--- src/design/opsh_pkg.sv ---
// Shared constants and types for the operation status hierarchy.
// Assumes one 200 MHz clock and that every user of these names
// writes them with the package prefix.
package opsh_pkg;

    // ---------------------------------------------------------------
    // Register shape
    // ---------------------------------------------------------------
    localparam int unsigned REG_W        = 16;
    localparam logic [15:0] REG_RESET    = 16'h0000;
    localparam int unsigned SUB_USED_BIT = 1;     // Only used sub bit
    localparam int unsigned NUM_SUB      = 6;

    // Summary positions in the top operation register
    localparam int unsigned POS_CAL  = 0;
    localparam int unsigned POS_MEAS = 4;
    localparam int unsigned POS_TRIG = 5;
    localparam int unsigned POS_INIT = 10;
    localparam int unsigned POS_LOW  = 11;
    localparam int unsigned POS_HIGH = 12;

    // Index of each sub-register in the summary vector
    localparam int unsigned IDX_CAL  = 0;
    localparam int unsigned IDX_MEAS = 1;
    localparam int unsigned IDX_TRIG = 2;
    localparam int unsigned IDX_INIT = 3;
    localparam int unsigned IDX_LOW  = 4;
    localparam int unsigned IDX_HIGH = 5;

    // ---------------------------------------------------------------
    // Timing
    // ---------------------------------------------------------------
    localparam int unsigned CLK_PERIOD_PS = 5000;
    localparam int unsigned INIT_TIME_NS  = 1000;  // Plain default
    localparam int unsigned INIT_CYCLES   =
        (INIT_TIME_NS * 1000 + CLK_PERIOD_PS - 1) / CLK_PERIOD_PS;
    localparam int unsigned INIT_CNT_W    = 8;
    localparam logic [7:0]  INIT_LAST     = 8'(INIT_CYCLES - 1);

    // ---------------------------------------------------------------
    // Query selection, one code per readable register
    // ---------------------------------------------------------------
    typedef enum logic [3:0] {
        SEL_OPER_COND,
        SEL_OPER_EVENT,
        SEL_CAL_COND,
        SEL_CAL_EVENT,
        SEL_MEAS_COND,
        SEL_MEAS_EVENT,
        SEL_TRIG_COND,
        SEL_TRIG_EVENT,
        SEL_INIT_COND,
        SEL_INIT_EVENT,
        SEL_LOW_COND,
        SEL_LOW_EVENT,
        SEL_HIGH_COND,
        SEL_HIGH_EVENT
    } opsh_sel_e;

    typedef struct packed {
        logic      valid;
        opsh_sel_e sel;
    } opsh_query_s;

    typedef struct packed {
        logic        valid;
        logic [15:0] data;
    } opsh_answer_s;

    typedef struct packed {
        logic               valid;
        logic signed [15:0] value;
    } opsh_sample_s;

endpackage : opsh_pkg

--- src/design/opsh_sub_reg.sv ---
// One condition/event pair of the operation branch.
// Assumes clr is a one-cycle pulse from the query decoder.
module opsh_sub_reg (
    input  wire logic clk,
    input  wire logic nrst,
    input  wire logic ce,
    input  wire logic cond_in,
    input  wire logic level_mode,
    input  wire logic clr,
    output logic      cond_ff,
    output logic      event_ff
);

    // ---------------------------------------------------------------
    // State
    // ---------------------------------------------------------------
    logic nxt_event;
    logic ev_set;

    // Edge mode catches start and end; level mode catches any dwell
    assign ev_set = level_mode ? cond_in : (cond_in ^ cond_ff);

    // Set wins over the read clear so a same-cycle event survives
    assign nxt_event = ev_set | (event_ff & ~clr);

    // Condition half follows the present state
    always_ff @(posedge clk or negedge nrst) begin
        if (!nrst) begin
            cond_ff <= 1'b0;
        end else if (ce) begin
            cond_ff <= cond_in;
        end
    end

    // Event half records occurrences since the last read
    always_ff @(posedge clk or negedge nrst) begin
        if (!nrst) begin
            event_ff <= 1'b0;
        end else if (ce) begin
            event_ff <= nxt_event;
        end
    end

endmodule : opsh_sub_reg

--- src/design/opsh_status.sv ---
// Operation status hierarchy: top operation register, six sub
// registers, the activity trackers that feed them and a query port.
// Assumes all inputs are synchronous to clk and pulses last one cycle.

// Behaviour
// - Calibrating summary drives top bit 0
// - Measuring summary drives top bit 4
// - Trigger-wait summary drives top bit 5
// - Initialization summary drives top bit 10
// - Below-limit summary drives top bit 11
// - Above-limit summary drives top bit 12
// - Every register has condition and event halves
// - Calibrating condition bit 1 while calibrating
// - Calibration start or end latches until read
// - Measuring condition bit 1 while measuring
// - Measurement start or end latches until read
// - Waiting bit 1; trigger moves to measuring
// - Trigger event records any waiting time
// - Initialization condition bit 1 while initializing
// - Initialize on power-up, connect, reset, preset
// - Initialization start or end latches until read
// - Below-limit condition while value under limit
// - Below-limit event latches any low value
// - Above-limit condition while value over limit
// - Above-limit event latches any high value
module opsh_status (
    input  wire logic                    clk,
    input  wire logic                    nrst,
    input  wire logic                    ce,
    input  wire logic                    host_connect,
    input  wire logic                    reset_cmd,
    input  wire logic                    preset_cmd,
    input  wire logic                    cal_start,
    input  wire logic                    cal_done,
    input  wire logic                    meas_arm,
    input  wire logic                    trig_in,
    input  wire opsh_pkg::opsh_sample_s  sample,
    input  wire logic signed [15:0]      lower_limit,
    input  wire logic signed [15:0]      upper_limit,
    input  wire opsh_pkg::opsh_query_s   query,
    output opsh_pkg::opsh_answer_s       answer_ff,
    output logic [15:0]                  oper_cond_ff
);

    // ---------------------------------------------------------------
    // Helper functions
    // ---------------------------------------------------------------

    // Place one sub bit at its used position, rest zero
    function automatic logic [15:0] sub_word(input logic b);
        logic [15:0] w;
        w = opsh_pkg::REG_RESET;
        w[opsh_pkg::SUB_USED_BIT] = b;
        return w;
    endfunction : sub_word

    // Spread the six summaries over the top register
    function automatic logic [15:0] place(input logic [5:0] s);
        logic [15:0] w;
        w = opsh_pkg::REG_RESET;
        w[opsh_pkg::POS_CAL]  = s[opsh_pkg::IDX_CAL];
        w[opsh_pkg::POS_MEAS] = s[opsh_pkg::IDX_MEAS];
        w[opsh_pkg::POS_TRIG] = s[opsh_pkg::IDX_TRIG];
        w[opsh_pkg::POS_INIT] = s[opsh_pkg::IDX_INIT];
        w[opsh_pkg::POS_LOW]  = s[opsh_pkg::IDX_LOW];
        w[opsh_pkg::POS_HIGH] = s[opsh_pkg::IDX_HIGH];
        return w;
    endfunction : place

    // ---------------------------------------------------------------
    // Declarations
    // ---------------------------------------------------------------
    typedef enum logic [0:0] {
        INIT_IDLE,
        INIT_RUN
    } opsh_init_e;

    typedef enum logic [1:0] {
        MS_IDLE,
        MS_WAIT,
        MS_MEAS
    } opsh_meas_e;

    opsh_init_e         init_state_ff;
    opsh_init_e         nxt_init_state;
    logic [7:0]         init_cnt_ff;
    logic               power_up_ff;
    logic               init_req;
    opsh_meas_e         meas_state_ff;
    opsh_meas_e         nxt_meas_state;
    logic               cal_busy_ff;
    logic signed [15:0] value_ff;
    logic               value_ok_ff;
    logic               below_now;
    logic               above_now;
    logic [5:0]         act;
    logic [5:0]         level_mode;
    logic [5:0]         clr;
    logic [5:0]         sub_cond;
    logic [5:0]         sub_event;
    logic [15:0]        oper_event_ff;
    logic [15:0]        nxt_oper_event;
    logic [15:0]        summary_word;
    logic               take;
    logic [15:0]        nxt_data;

    assign take = ce & query.valid;

    // ---------------------------------------------------------------
    // Initialization tracker
    // ---------------------------------------------------------------

    // Power-up counts as a request on the first enabled cycle
    assign init_req = power_up_ff | host_connect
                    | reset_cmd | preset_cmd;

    always_ff @(posedge clk or negedge nrst) begin
        if (!nrst) begin
            power_up_ff <= 1'b1;
        end else if (ce) begin
            power_up_ff <= 1'b0;
        end
    end

    // A new request during a run restarts the count
    always_comb begin
        nxt_init_state = init_state_ff;
        case (init_state_ff)
            INIT_IDLE: begin
                if (init_req) begin
                    nxt_init_state = INIT_RUN;
                end
            end
            INIT_RUN: begin
                if (!init_req && init_cnt_ff == opsh_pkg::INIT_LAST) begin
                    nxt_init_state = INIT_IDLE;
                end
            end
            default: begin
                nxt_init_state = INIT_IDLE;
            end
        endcase
    end

    always_ff @(posedge clk or negedge nrst) begin
        if (!nrst) begin
            init_state_ff <= INIT_IDLE;
        end else if (ce) begin
            init_state_ff <= nxt_init_state;
        end
    end

    always_ff @(posedge clk or negedge nrst) begin
        if (!nrst) begin
            init_cnt_ff <= 8'h00;
        end else if (ce) begin
            if (init_req || init_state_ff != INIT_RUN) begin
                init_cnt_ff <= 8'h00;
            end else begin
                init_cnt_ff <= init_cnt_ff + 8'h01;
            end
        end
    end

    // ---------------------------------------------------------------
    // Calibration tracker
    // ---------------------------------------------------------------

    // Initialization aborts a calibration in progress
    always_ff @(posedge clk or negedge nrst) begin
        if (!nrst) begin
            cal_busy_ff <= 1'b0;
        end else if (ce) begin
            if (init_req || cal_done) begin
                cal_busy_ff <= 1'b0;
            end else if (cal_start) begin
                cal_busy_ff <= 1'b1;
            end
        end
    end

    // ---------------------------------------------------------------
    // Measurement sequencer
    // ---------------------------------------------------------------

    // Arming is refused while calibrating or initializing
    always_comb begin
        nxt_meas_state = meas_state_ff;
        case (meas_state_ff)
            MS_IDLE: begin
                if (meas_arm && !cal_busy_ff
                    && init_state_ff == INIT_IDLE) begin
                    nxt_meas_state = MS_WAIT;
                end
            end
            MS_WAIT: begin
                if (trig_in) begin
                    nxt_meas_state = MS_MEAS;
                end
            end
            MS_MEAS: begin
                if (sample.valid) begin
                    nxt_meas_state = MS_IDLE;
                end
            end
            default: begin
                nxt_meas_state = MS_IDLE;
            end
        endcase
        if (init_req) begin
            nxt_meas_state = MS_IDLE;
        end
    end

    always_ff @(posedge clk or negedge nrst) begin
        if (!nrst) begin
            meas_state_ff <= MS_IDLE;
        end else if (ce) begin
            meas_state_ff <= nxt_meas_state;
        end
    end

    // ---------------------------------------------------------------
    // Limit check
    // ---------------------------------------------------------------

    // Last result is held; no result yet means no limit failure
    always_ff @(posedge clk or negedge nrst) begin
        if (!nrst) begin
            value_ff    <= 16'sh0000;
            value_ok_ff <= 1'b0;
        end else if (ce) begin
            if (init_req) begin
                value_ok_ff <= 1'b0;
            end else if (sample.valid) begin
                value_ff    <= sample.value;
                value_ok_ff <= 1'b1;
            end
        end
    end

    // Compared live so a limit change takes effect at once
    assign below_now = value_ok_ff && (value_ff < lower_limit);
    assign above_now = value_ok_ff && (value_ff > upper_limit);

    // ---------------------------------------------------------------
    // Sub-registers
    // ---------------------------------------------------------------
    assign act[opsh_pkg::IDX_CAL]  = cal_busy_ff;
    assign act[opsh_pkg::IDX_MEAS] = meas_state_ff == MS_MEAS;
    assign act[opsh_pkg::IDX_TRIG] = meas_state_ff == MS_WAIT;
    assign act[opsh_pkg::IDX_INIT] = init_state_ff == INIT_RUN;
    assign act[opsh_pkg::IDX_LOW]  = below_now;
    assign act[opsh_pkg::IDX_HIGH] = above_now;

    // Start/end groups use edges, dwell groups use levels
    assign level_mode[opsh_pkg::IDX_CAL]  = 1'b0;
    assign level_mode[opsh_pkg::IDX_MEAS] = 1'b0;
    assign level_mode[opsh_pkg::IDX_TRIG] = 1'b1;
    assign level_mode[opsh_pkg::IDX_INIT] = 1'b0;
    assign level_mode[opsh_pkg::IDX_LOW]  = 1'b1;
    assign level_mode[opsh_pkg::IDX_HIGH] = 1'b1;

    // Read of an event half clears it on the taking edge
    always_comb begin
        clr = 6'h00;
        if (take) begin
            case (query.sel)
                opsh_pkg::SEL_CAL_EVENT:  clr[opsh_pkg::IDX_CAL]  = 1'b1;
                opsh_pkg::SEL_MEAS_EVENT: clr[opsh_pkg::IDX_MEAS] = 1'b1;
                opsh_pkg::SEL_TRIG_EVENT: clr[opsh_pkg::IDX_TRIG] = 1'b1;
                opsh_pkg::SEL_INIT_EVENT: clr[opsh_pkg::IDX_INIT] = 1'b1;
                opsh_pkg::SEL_LOW_EVENT:  clr[opsh_pkg::IDX_LOW]  = 1'b1;
                opsh_pkg::SEL_HIGH_EVENT: clr[opsh_pkg::IDX_HIGH] = 1'b1;
                default:                  clr = 6'h00;
            endcase
        end
    end

    for (genvar g = 0; g < opsh_pkg::NUM_SUB; g++) begin : g_sub
        opsh_sub_reg u_sub (
            .clk        (clk),
            .nrst       (nrst),
            .ce         (ce),
            .cond_in    (act[g]),
            .level_mode (level_mode[g]),
            .clr        (clr[g]),
            .cond_ff    (sub_cond[g]),
            .event_ff   (sub_event[g])
        );
    end

    // ---------------------------------------------------------------
    // Top operation register
    // ---------------------------------------------------------------

    // Summary is the OR of the single used event bit
    assign summary_word = place(sub_event);

    // Top condition tracks the summaries as they stand
    always_ff @(posedge clk or negedge nrst) begin
        if (!nrst) begin
            oper_cond_ff <= opsh_pkg::REG_RESET;
        end else if (ce) begin
            oper_cond_ff <= summary_word;
        end
    end

    // Rising summaries set the top event; set beats the read clear
    always_comb begin
        nxt_oper_event = oper_event_ff;
        if (take && query.sel == opsh_pkg::SEL_OPER_EVENT) begin
            nxt_oper_event = opsh_pkg::REG_RESET;
        end
        nxt_oper_event = nxt_oper_event
                       | (summary_word & ~oper_cond_ff);
    end

    always_ff @(posedge clk or negedge nrst) begin
        if (!nrst) begin
            oper_event_ff <= opsh_pkg::REG_RESET;
        end else if (ce) begin
            oper_event_ff <= nxt_oper_event;
        end
    end

    // ---------------------------------------------------------------
    // Query answer
    // ---------------------------------------------------------------

    // Content is returned as it stood before the clearing edge
    always_comb begin
        case (query.sel)
            opsh_pkg::SEL_OPER_COND:  nxt_data = oper_cond_ff;
            opsh_pkg::SEL_OPER_EVENT: nxt_data = oper_event_ff;
            opsh_pkg::SEL_CAL_COND:
                nxt_data = sub_word(sub_cond[opsh_pkg::IDX_CAL]);
            opsh_pkg::SEL_CAL_EVENT:
                nxt_data = sub_word(sub_event[opsh_pkg::IDX_CAL]);
            opsh_pkg::SEL_MEAS_COND:
                nxt_data = sub_word(sub_cond[opsh_pkg::IDX_MEAS]);
            opsh_pkg::SEL_MEAS_EVENT:
                nxt_data = sub_word(sub_event[opsh_pkg::IDX_MEAS]);
            opsh_pkg::SEL_TRIG_COND:
                nxt_data = sub_word(sub_cond[opsh_pkg::IDX_TRIG]);
            opsh_pkg::SEL_TRIG_EVENT:
                nxt_data = sub_word(sub_event[opsh_pkg::IDX_TRIG]);
            opsh_pkg::SEL_INIT_COND:
                nxt_data = sub_word(sub_cond[opsh_pkg::IDX_INIT]);
            opsh_pkg::SEL_INIT_EVENT:
                nxt_data = sub_word(sub_event[opsh_pkg::IDX_INIT]);
            opsh_pkg::SEL_LOW_COND:
                nxt_data = sub_word(sub_cond[opsh_pkg::IDX_LOW]);
            opsh_pkg::SEL_LOW_EVENT:
                nxt_data = sub_word(sub_event[opsh_pkg::IDX_LOW]);
            opsh_pkg::SEL_HIGH_COND:
                nxt_data = sub_word(sub_cond[opsh_pkg::IDX_HIGH]);
            opsh_pkg::SEL_HIGH_EVENT:
                nxt_data = sub_word(sub_event[opsh_pkg::IDX_HIGH]);
            default:                  nxt_data = opsh_pkg::REG_RESET;
        endcase
    end

    // One-cycle answer; data holds until the next query
    always_ff @(posedge clk or negedge nrst) begin
        if (!nrst) begin
            answer_ff <= '0;
        end else if (ce) begin
            answer_ff.valid <= query.valid;
            if (query.valid) begin
                answer_ff.data <= nxt_data;
            end
        end
    end

endmodule : opsh_status

--- config.mk ---
export PLATFORM = sky130hd
export DESIGN_NAME = opsh_status
export DESIGN_NICKNAME = d
export VERILOG_FILES = /design/src/design/opsh_pkg.sv /design/src/design/opsh_sub_reg.sv /design/src/design/opsh_status.sv
export SDC_FILE = /design/constraint.sdc
export NUM_CORES = 1
export LEC_CHECK = 0
export ABC_CLOCK_PERIOD_IN_PS = 5200
export BUFFER_PORTS_ARGS = -buffer_cell sky130_fd_sc_hd__buf_2
export CAP_MARGIN = 20
export CORE_ASPECT_RATIO = 1.25
export CORE_MARGIN = 2
export CORE_UTILIZATION = 44
export DETAILED_ROUTE_END_ITERATION = 8
export PLACE_DENSITY = 0.66
export SLEW_MARGIN = 20
export SYNTH_ARGS = -nofsm -noshare
export SYNTH_HDL_FRONTEND = slang
export SYNTH_SLANG_ARGS = --single-unit
--- constraint.sdc ---
create_clock -name clk -period 5.2 [get_ports clk]
set_input_delay 1.04 -clock clk [delete_from_list [all_inputs] [get_ports clk]]
set_output_delay 1.04 -clock clk [all_outputs]
set_load 0.02 [all_outputs]
# After elaboration in Yosys (flattened, before gate mapping)
# Index checks and enable logic that the tools add are counted.
# op_classes
muxes	22
n_addsub	1
bitwise	30
multipliers	0
n_lt_le_gt_ge	2
n_div	0
reduce_logical	19
n_eq_ne	19
n_shift	0
# ops
op	count
16-bit one-hot mux with 14 select lines	1
4-bit equality test, second input constant	6
13-bit by 16-bit bitwise AND with 16-bit output	1
4-bit by 3-bit equality test with 1-bit output, second input constant	4
16-bit greater-than comparator	1
16-bit less-than comparator	1
16-bit two-way mux	1
13-bit inverter with 16-bit output	1
16-bit OR	1
1-bit two-way mux	12
3-bit != test, second input constant	3
1-bit OR	9
8-bit by 1-bit adder with 8-bit output, second input constant	1
4-bit by 2-bit equality test with 1-bit output, second input constant	2
8-bit equality test, second input constant	1
2-bit two-way mux	4
8-bit two-way mux	1
1-bit inverter	8
1-bit bitwise AND	7
1-bit logical AND	6
6-bit two-way mux	1
2-bit one-hot mux with 3 select lines	1
2-bit AND reduction	3
4-bit by 1-bit equality test with 1-bit output, second input constant	1
other kinds (11)	16
# totals
latchBits	0
inputBits	64
memories	0
romBits	0
mem_bits_rw	0
register_bits	81

# Longest topological paths before layout
# depth
ltp_word	7
mapped_depth	7
mapped_depth_nobuf	7

# Cells and area by module
# From an unflattened synthesis, not the netlist that was laid out.
# hier_totals
hier_cells	392
hier_area_um2	3824.9
# modules_own_cells
module	instances	cells_per_inst	area_per_inst_um2
opsh_status	1	344	3224.3
opsh_sub_reg	6	8	100.1

# Worst setup path before layout
# No wires, ideal clock.
# synth_path
path_kind	in2reg
from	input upper_limit[15]
to	register g_sub[5].u_sub.cond_ff
required_time_ns	5.065
path_slack_ns	2.889
arrival_ns	2.176
path_buffers	0
stages	7
cell_sequence	inv_1 > ha_1 > nand4_1 > or2_1 > a211oi_1 > nor4_2 > mux2i_1
# synth_between
elab_chain_len	2
# synth_rtl
item	line	rtl
start: declaration	opsh_status.sv:39	input wire logic signed [15:0] upper_limit,
16-bit greater-than comparator	opsh_status.sv:244	assign above_now = value_ok_ff && (value_ff > upper_limit);
1-bit logical AND	opsh_status.sv:244	
end signal: assignment	opsh_sub_reg.sv:31	cond_ff <= cond_in;
end: declaration	opsh_sub_reg.sv:10	output logic cond_ff,
# Every way passes these cells.
# A chain may end at the register's enable or synchronous reset.

# Final worst setup path
# layout_path
from	input host_connect
to	register value_ff[11]
# layout_between
elab_chain_len	5
# layout_rtl
item	line	rtl
start: declaration	opsh_status.sv:30	input wire logic host_connect,
1-bit OR	opsh_status.sv:114	assign init_req = power_up_ff | host_connect
1-bit OR (2 in a row)	opsh_status.sv:115	| reset_cmd | preset_cmd;
1-bit inverter (no source line)	n/a	
3-bit AND reduction (no source line)	n/a	
end signal: assignment	opsh_status.sv:236	value_ff <= sample.value;
end: declaration	opsh_status.sv:92	logic signed [15:0] value_ff;
# Every way passes these cells.

==> metrics.txt <==
# TYPE chip_impl_metric gauge
chip_impl_info{name="run_status",value="finished clean"} 1
chip_impl_metric{name="critical_path_arrival",unit="ps"} 2770
chip_impl_info{name="grt-busiest-layer",value="met2"} 1
chip_impl_metric{name="fp.coreArea",unit="mm^2"} 0.00824
chip_impl_metric{name="leakage",unit="nW"} 2.27
chip_impl_metric{name="antenna_found_initial",unit=""} 0
chip_impl_metric{name="r2r_setup_slack",unit="ps"} 3100
chip_impl_metric{name="max_cap_viol_count",unit=""} 0
chip_impl_metric{name="synth.ff_latch_count",unit=""} 62
chip_impl_metric{name="dieArea",unit="mm^2"} 0.00925
chip_impl_metric{name="gp_congestion",unit=""} 0.816
chip_impl_metric{name="fp.dieW",unit="um"} 86.4
chip_impl_metric{name="power.clock.fraction",unit=""} 0.317
chip_impl_metric{name="final.fill_count",unit=""} 773
chip_impl_metric{name="clock_sinks",unit=""} 62
chip_impl_metric{name="initial_utilization",unit=""} 0.453
chip_impl_metric{name="grt_pass1_vias",unit=""} 2977
chip_impl_metric{name="cp_max_fo",unit=""} 17
chip_impl_metric{name="drive_gt1_frac",unit=""} 0.265
chip_impl_metric{name="total_switching_power",unit="uW"} 420
chip_impl_info{name="layout_commonest_cell",value="buf_2"} 1
chip_impl_metric{name="layout.nets",unit=""} 556
chip_impl_metric{name="share_of_async_settable_or_async_resettable_flops_after_synthesis",unit=""} 1.00
chip_impl_metric{name="drcViolationCount",unit=""} 0
chip_impl_metric{name="timing.final.hold_violations",unit=""} 0
chip_impl_metric{name="worst_setup_margin",unit="ps"} 2660
chip_impl_metric{name="reg2regPathDepth",unit=""} 3
chip_impl_metric{name="floorplan.rows",unit=""} 37
chip_impl_metric{name="slew_headroom",unit=""} 0.380
chip_impl_metric{name="synthesis.instances",unit=""} 384
chip_impl_metric{name="cts_resized",unit=""} 0
chip_impl_metric{name="power.share.sequential",unit=""} 0.446
chip_impl_metric{name="synth.yosys.warnings",unit=""} 0
chip_impl_metric{name="power_per_cell_area",unit="mW/mm^2"} 312
chip_impl_metric{name="met1_usage",unit=""} 0.203
chip_impl_metric{name="die_height",unit="um"} 107
chip_impl_metric{name="grt_start_max_net_pins",unit=""} 63
chip_impl_metric{name="post_synth_num_cell_types",unit=""} 52
chip_impl_metric{name="grt_util_met3",unit=""} 0.0408
chip_impl_metric{name="worst_setup_hold_path_clk_slew",unit="ps"} 70
chip_impl_metric{name="post_cts_hold_buffer_count",unit=""} 0
chip_impl_metric{name="area_of_combinational_cells_with_multiple_inputs",unit="mm^2"} 0.00186
chip_impl_info{name="worst_r2r_endpoint",value="value_ff[11]"} 1
chip_impl_info{name="dominantRegCellSynth",value="dfrtp_1"} 1
chip_impl_metric{name="worst_margin_pin_slew",unit="ps"} 930
chip_impl_metric{name="clkLatencyLatePin",unit="ps"} 350
chip_impl_info{name="hold_path_startpoint",value="answer_ff[0]"} 1
chip_impl_metric{name="max-clock-path-buffers",unit=""} 2
chip_impl_info{name="unrepaired_setup_endpoints_after_global_routing",value="no"} 1
chip_impl_info{name="worst_setup_path_start_kind",value="input port"} 1
chip_impl_metric{name="synth_sequential_area_ratio",unit=""} 0.416
chip_impl_info{name="timing.hold.worst.class",value="flop to flop"} 1
chip_impl_metric{name="grt_usage",unit=""} 0.176
chip_impl_metric{name="grt_pass1_wl",unit="um"} 12900
chip_impl_metric{name="dr.pass1.iters",unit=""} 4
chip_impl_metric{name="switching_share",unit=""} 0.314
chip_impl_metric{name="place.detailed.hpwl",unit="um"} 5680
chip_impl_metric{name="inserted_clock_buffers",unit=""} 9
chip_impl_info{name="r2r-start",value="power_up_ff"} 1
chip_impl_metric{name="numPortBuffers",unit=""} 77
chip_impl_info{name="critical_path.endpoint_type",value="flop"} 1
chip_impl_metric{name="layout.area.seq",unit="mm^2"} 0.00155
chip_impl_info{name="worst_hold_path.endpoint",value="answer_ff[0]"} 1
chip_impl_metric{name="syn_area_per_cell",unit="um^2"} 9.73
chip_impl_metric{name="hold-worst-slack",unit="ps"} 476
chip_impl_metric{name="ant_nets",unit=""} 0
chip_impl_metric{name="post-route-min-period",unit="ps"} 2540
chip_impl_metric{name="power",unit="mW"} 1.34
chip_impl_metric{name="syn2layout_area_growth",unit="%"} 14.7
chip_impl_metric{name="crit_required",unit="ps"} 5430
chip_impl_metric{name="gr-usage-met2",unit=""} 0.306
chip_impl_metric{name="irDropWorstVdd",unit="uV"} 141
chip_impl_metric{name="cts-htree-levels",unit=""} 3
chip_impl_metric{name="drt-total-wl",unit="um"} 7480
chip_impl_metric{name="route.detailed.wl_per_inst",unit="um"} 13.3
chip_impl_metric{name="globalRouteOverflowTotal",unit=""} 0
chip_impl_metric{name="final.period_utilization",unit=""} 0.488
chip_impl_metric{name="power.combinational.fraction",unit=""} 0.236
chip_impl_metric{name="max_freq",unit="MHz"} 394
chip_impl_metric{name="internal_power",unit="uW"} 916
chip_impl_metric{name="synth_enable_flop_cells",unit=""} 0
chip_impl_metric{name="total_via_count_in_the_routed_design",unit=""} 2836
chip_impl_metric{name="worst_hold_path.num_cells",unit=""} 2
chip_impl_metric{name="mappedNetlistArea",unit="mm^2"} 0.00374
chip_impl_metric{name="tns",unit="ps"} 0
chip_impl_info{name="setup.worst_path.class",value="input port to flop"} 1
chip_impl_metric{name="ioPinCount",unit=""} 97
chip_impl_info{name="buffer_cell_driving_the_clock_tree_root",value="clkbuf_8"} 1
chip_impl_info{name="cts_tree",value="yes"} 1
chip_impl_metric{name="fin_worst_skew",unit="ps"} 6.77
chip_impl_metric{name="insertedDiodeCount",unit=""} 0
chip_impl_metric{name="detail_route.vias_per_cell",unit=""} 5.05
chip_impl_metric{name="dr.first_iter.drc_count",unit=""} 109
chip_impl_metric{name="slew_violations",unit=""} 0
chip_impl_metric{name="report.final.setup_viol",unit=""} 0
chip_impl_metric{name="place_area",unit="mm^2"} 0.00409
chip_impl_metric{name="place_worst_setup_slack",unit="ps"} 2270
chip_impl_info{name="most-common-layout-cells",value="buf_2 (77), dfrtp_1 (61), inv_1 (41), nand2_1 (41)"} 1
chip_impl_metric{name="design_area",unit="mm^2"} 0.00429
chip_impl_metric{name="cts_setup_buffers",unit=""} 0
## cells in the mapped netlist (2+ instances only)
cell type / number / share of area
nor2b_1: 4 / 0.0067
inv_1: 41 / 0.041
dfrtp_1: 61 / 0.41
buf_2: 4 / 0.0054
nand2_1: 41 / 0.041
nor2_1: 21 / 0.021
buf_4: 19 / 0.038
xor2_1: 8 / 0.019
mux2_4: 8 / 0.032
a21o_1: 5 / 0.010
mux2i_1: 10 / 0.027
ha_1: 32 / 0.11
or3_1: 2 / 0.0033
o31ai_1: 2 / 0.0040
a21oi_1: 14 / 0.019
nor4_2: 2 / 0.0067
nand4_1: 11 / 0.018
o21a_1: 2 / 0.0040
clkbuf_1: 5 / 0.0050
and3_1: 3 / 0.0050
nand2b_1: 6 / 0.010
buf_6: 2 / 0.0060
o21ai_0: 32 / 0.043
nand3_1: 8 / 0.011
mux2_2: 13 / 0.039
nand3b_1: 2 / 0.0040
## how the worst max path moves through the flow
stage,from,to,cells after the start
2_1_floorplan,upper_limit[15],g_sub[5].u_sub.cond_ff,7
3_3_place_gp,host_connect,value_ff[7],4
3_5_place_dp,host_connect,value_ff[11],4
4_1_cts,host_connect,value_ff[11],4
5_1_grt,host_connect,value_ff[6],4
6_report,host_connect,value_ff[11],4
## final cells by class
cell class	count	share of cell area
multi-input cells	267	0.434
repair buffers	79	0.0934
well taps	97	0.0283
clock buffers	9	0.0289
inverters	41	0.0359
clock inverters	7	0.0172
flip-flops and latches	62	0.362
## state kept, by name (all words and copies together), names as in the netlist
register,count
init_cnt_ff,8
g_sub.u_sub.cond_ff,6
cal_busy_ff,1
oper_cond_ff,6
value_ok_ff,1
power_up_ff,1
answer_ff,8
g_sub.u_sub.event_ff,6
oper_event_ff,6
value_ff,16
meas_state_ff,2
init_state_ff,1
## metrics by stage
stage,util,instances
4_1_cts,0.520,562
2_1_floorplan,-,402
5_1_grt,0.520,562
3_3_place_gp,0.496,546
3_5_place_dp,0.496,546
6_report,0.520,562
## power by group through the flow
stage	logic (mW)	clock network (mW)	registers, mW
after global routing	0.365	0.454	0.605
after global placement	0.306	0	0.603
after floorplan	0.223	0	0.605
after detailed placement	0.317	0	0.605
final	0.316	0.424	0.596
after CTS	0.320	0.436	0.596
## cells by family after synthesis
logic type | Yosys count | share of synthesized area
muxes | 31 | 0.0981
and+or+nand+nor | 110 | 0.147
DFF | 62 | 0.416
buffers and inverters | 73 | 0.105
AOI/OAI and AO/OA | 66 | 0.105
other | 1 | 0.00100
xor gates and xnor gates | 9 | 0.0211
adders and majority gates | 32 | 0.107
## critical path: stages
cell,delay [ps]
buf_2,110
nor4_2,370
and3_1,830
mux2_2,410
## layer usage
metal / share of wire / up-vias
li1: - / 1423
met1: 0.43 / 1331
met2: 0.50 / 69
met5: 0 / -
met4: 0.022 / 0
met3: 0.044 / 13
(Power assumes the default switching activity.)
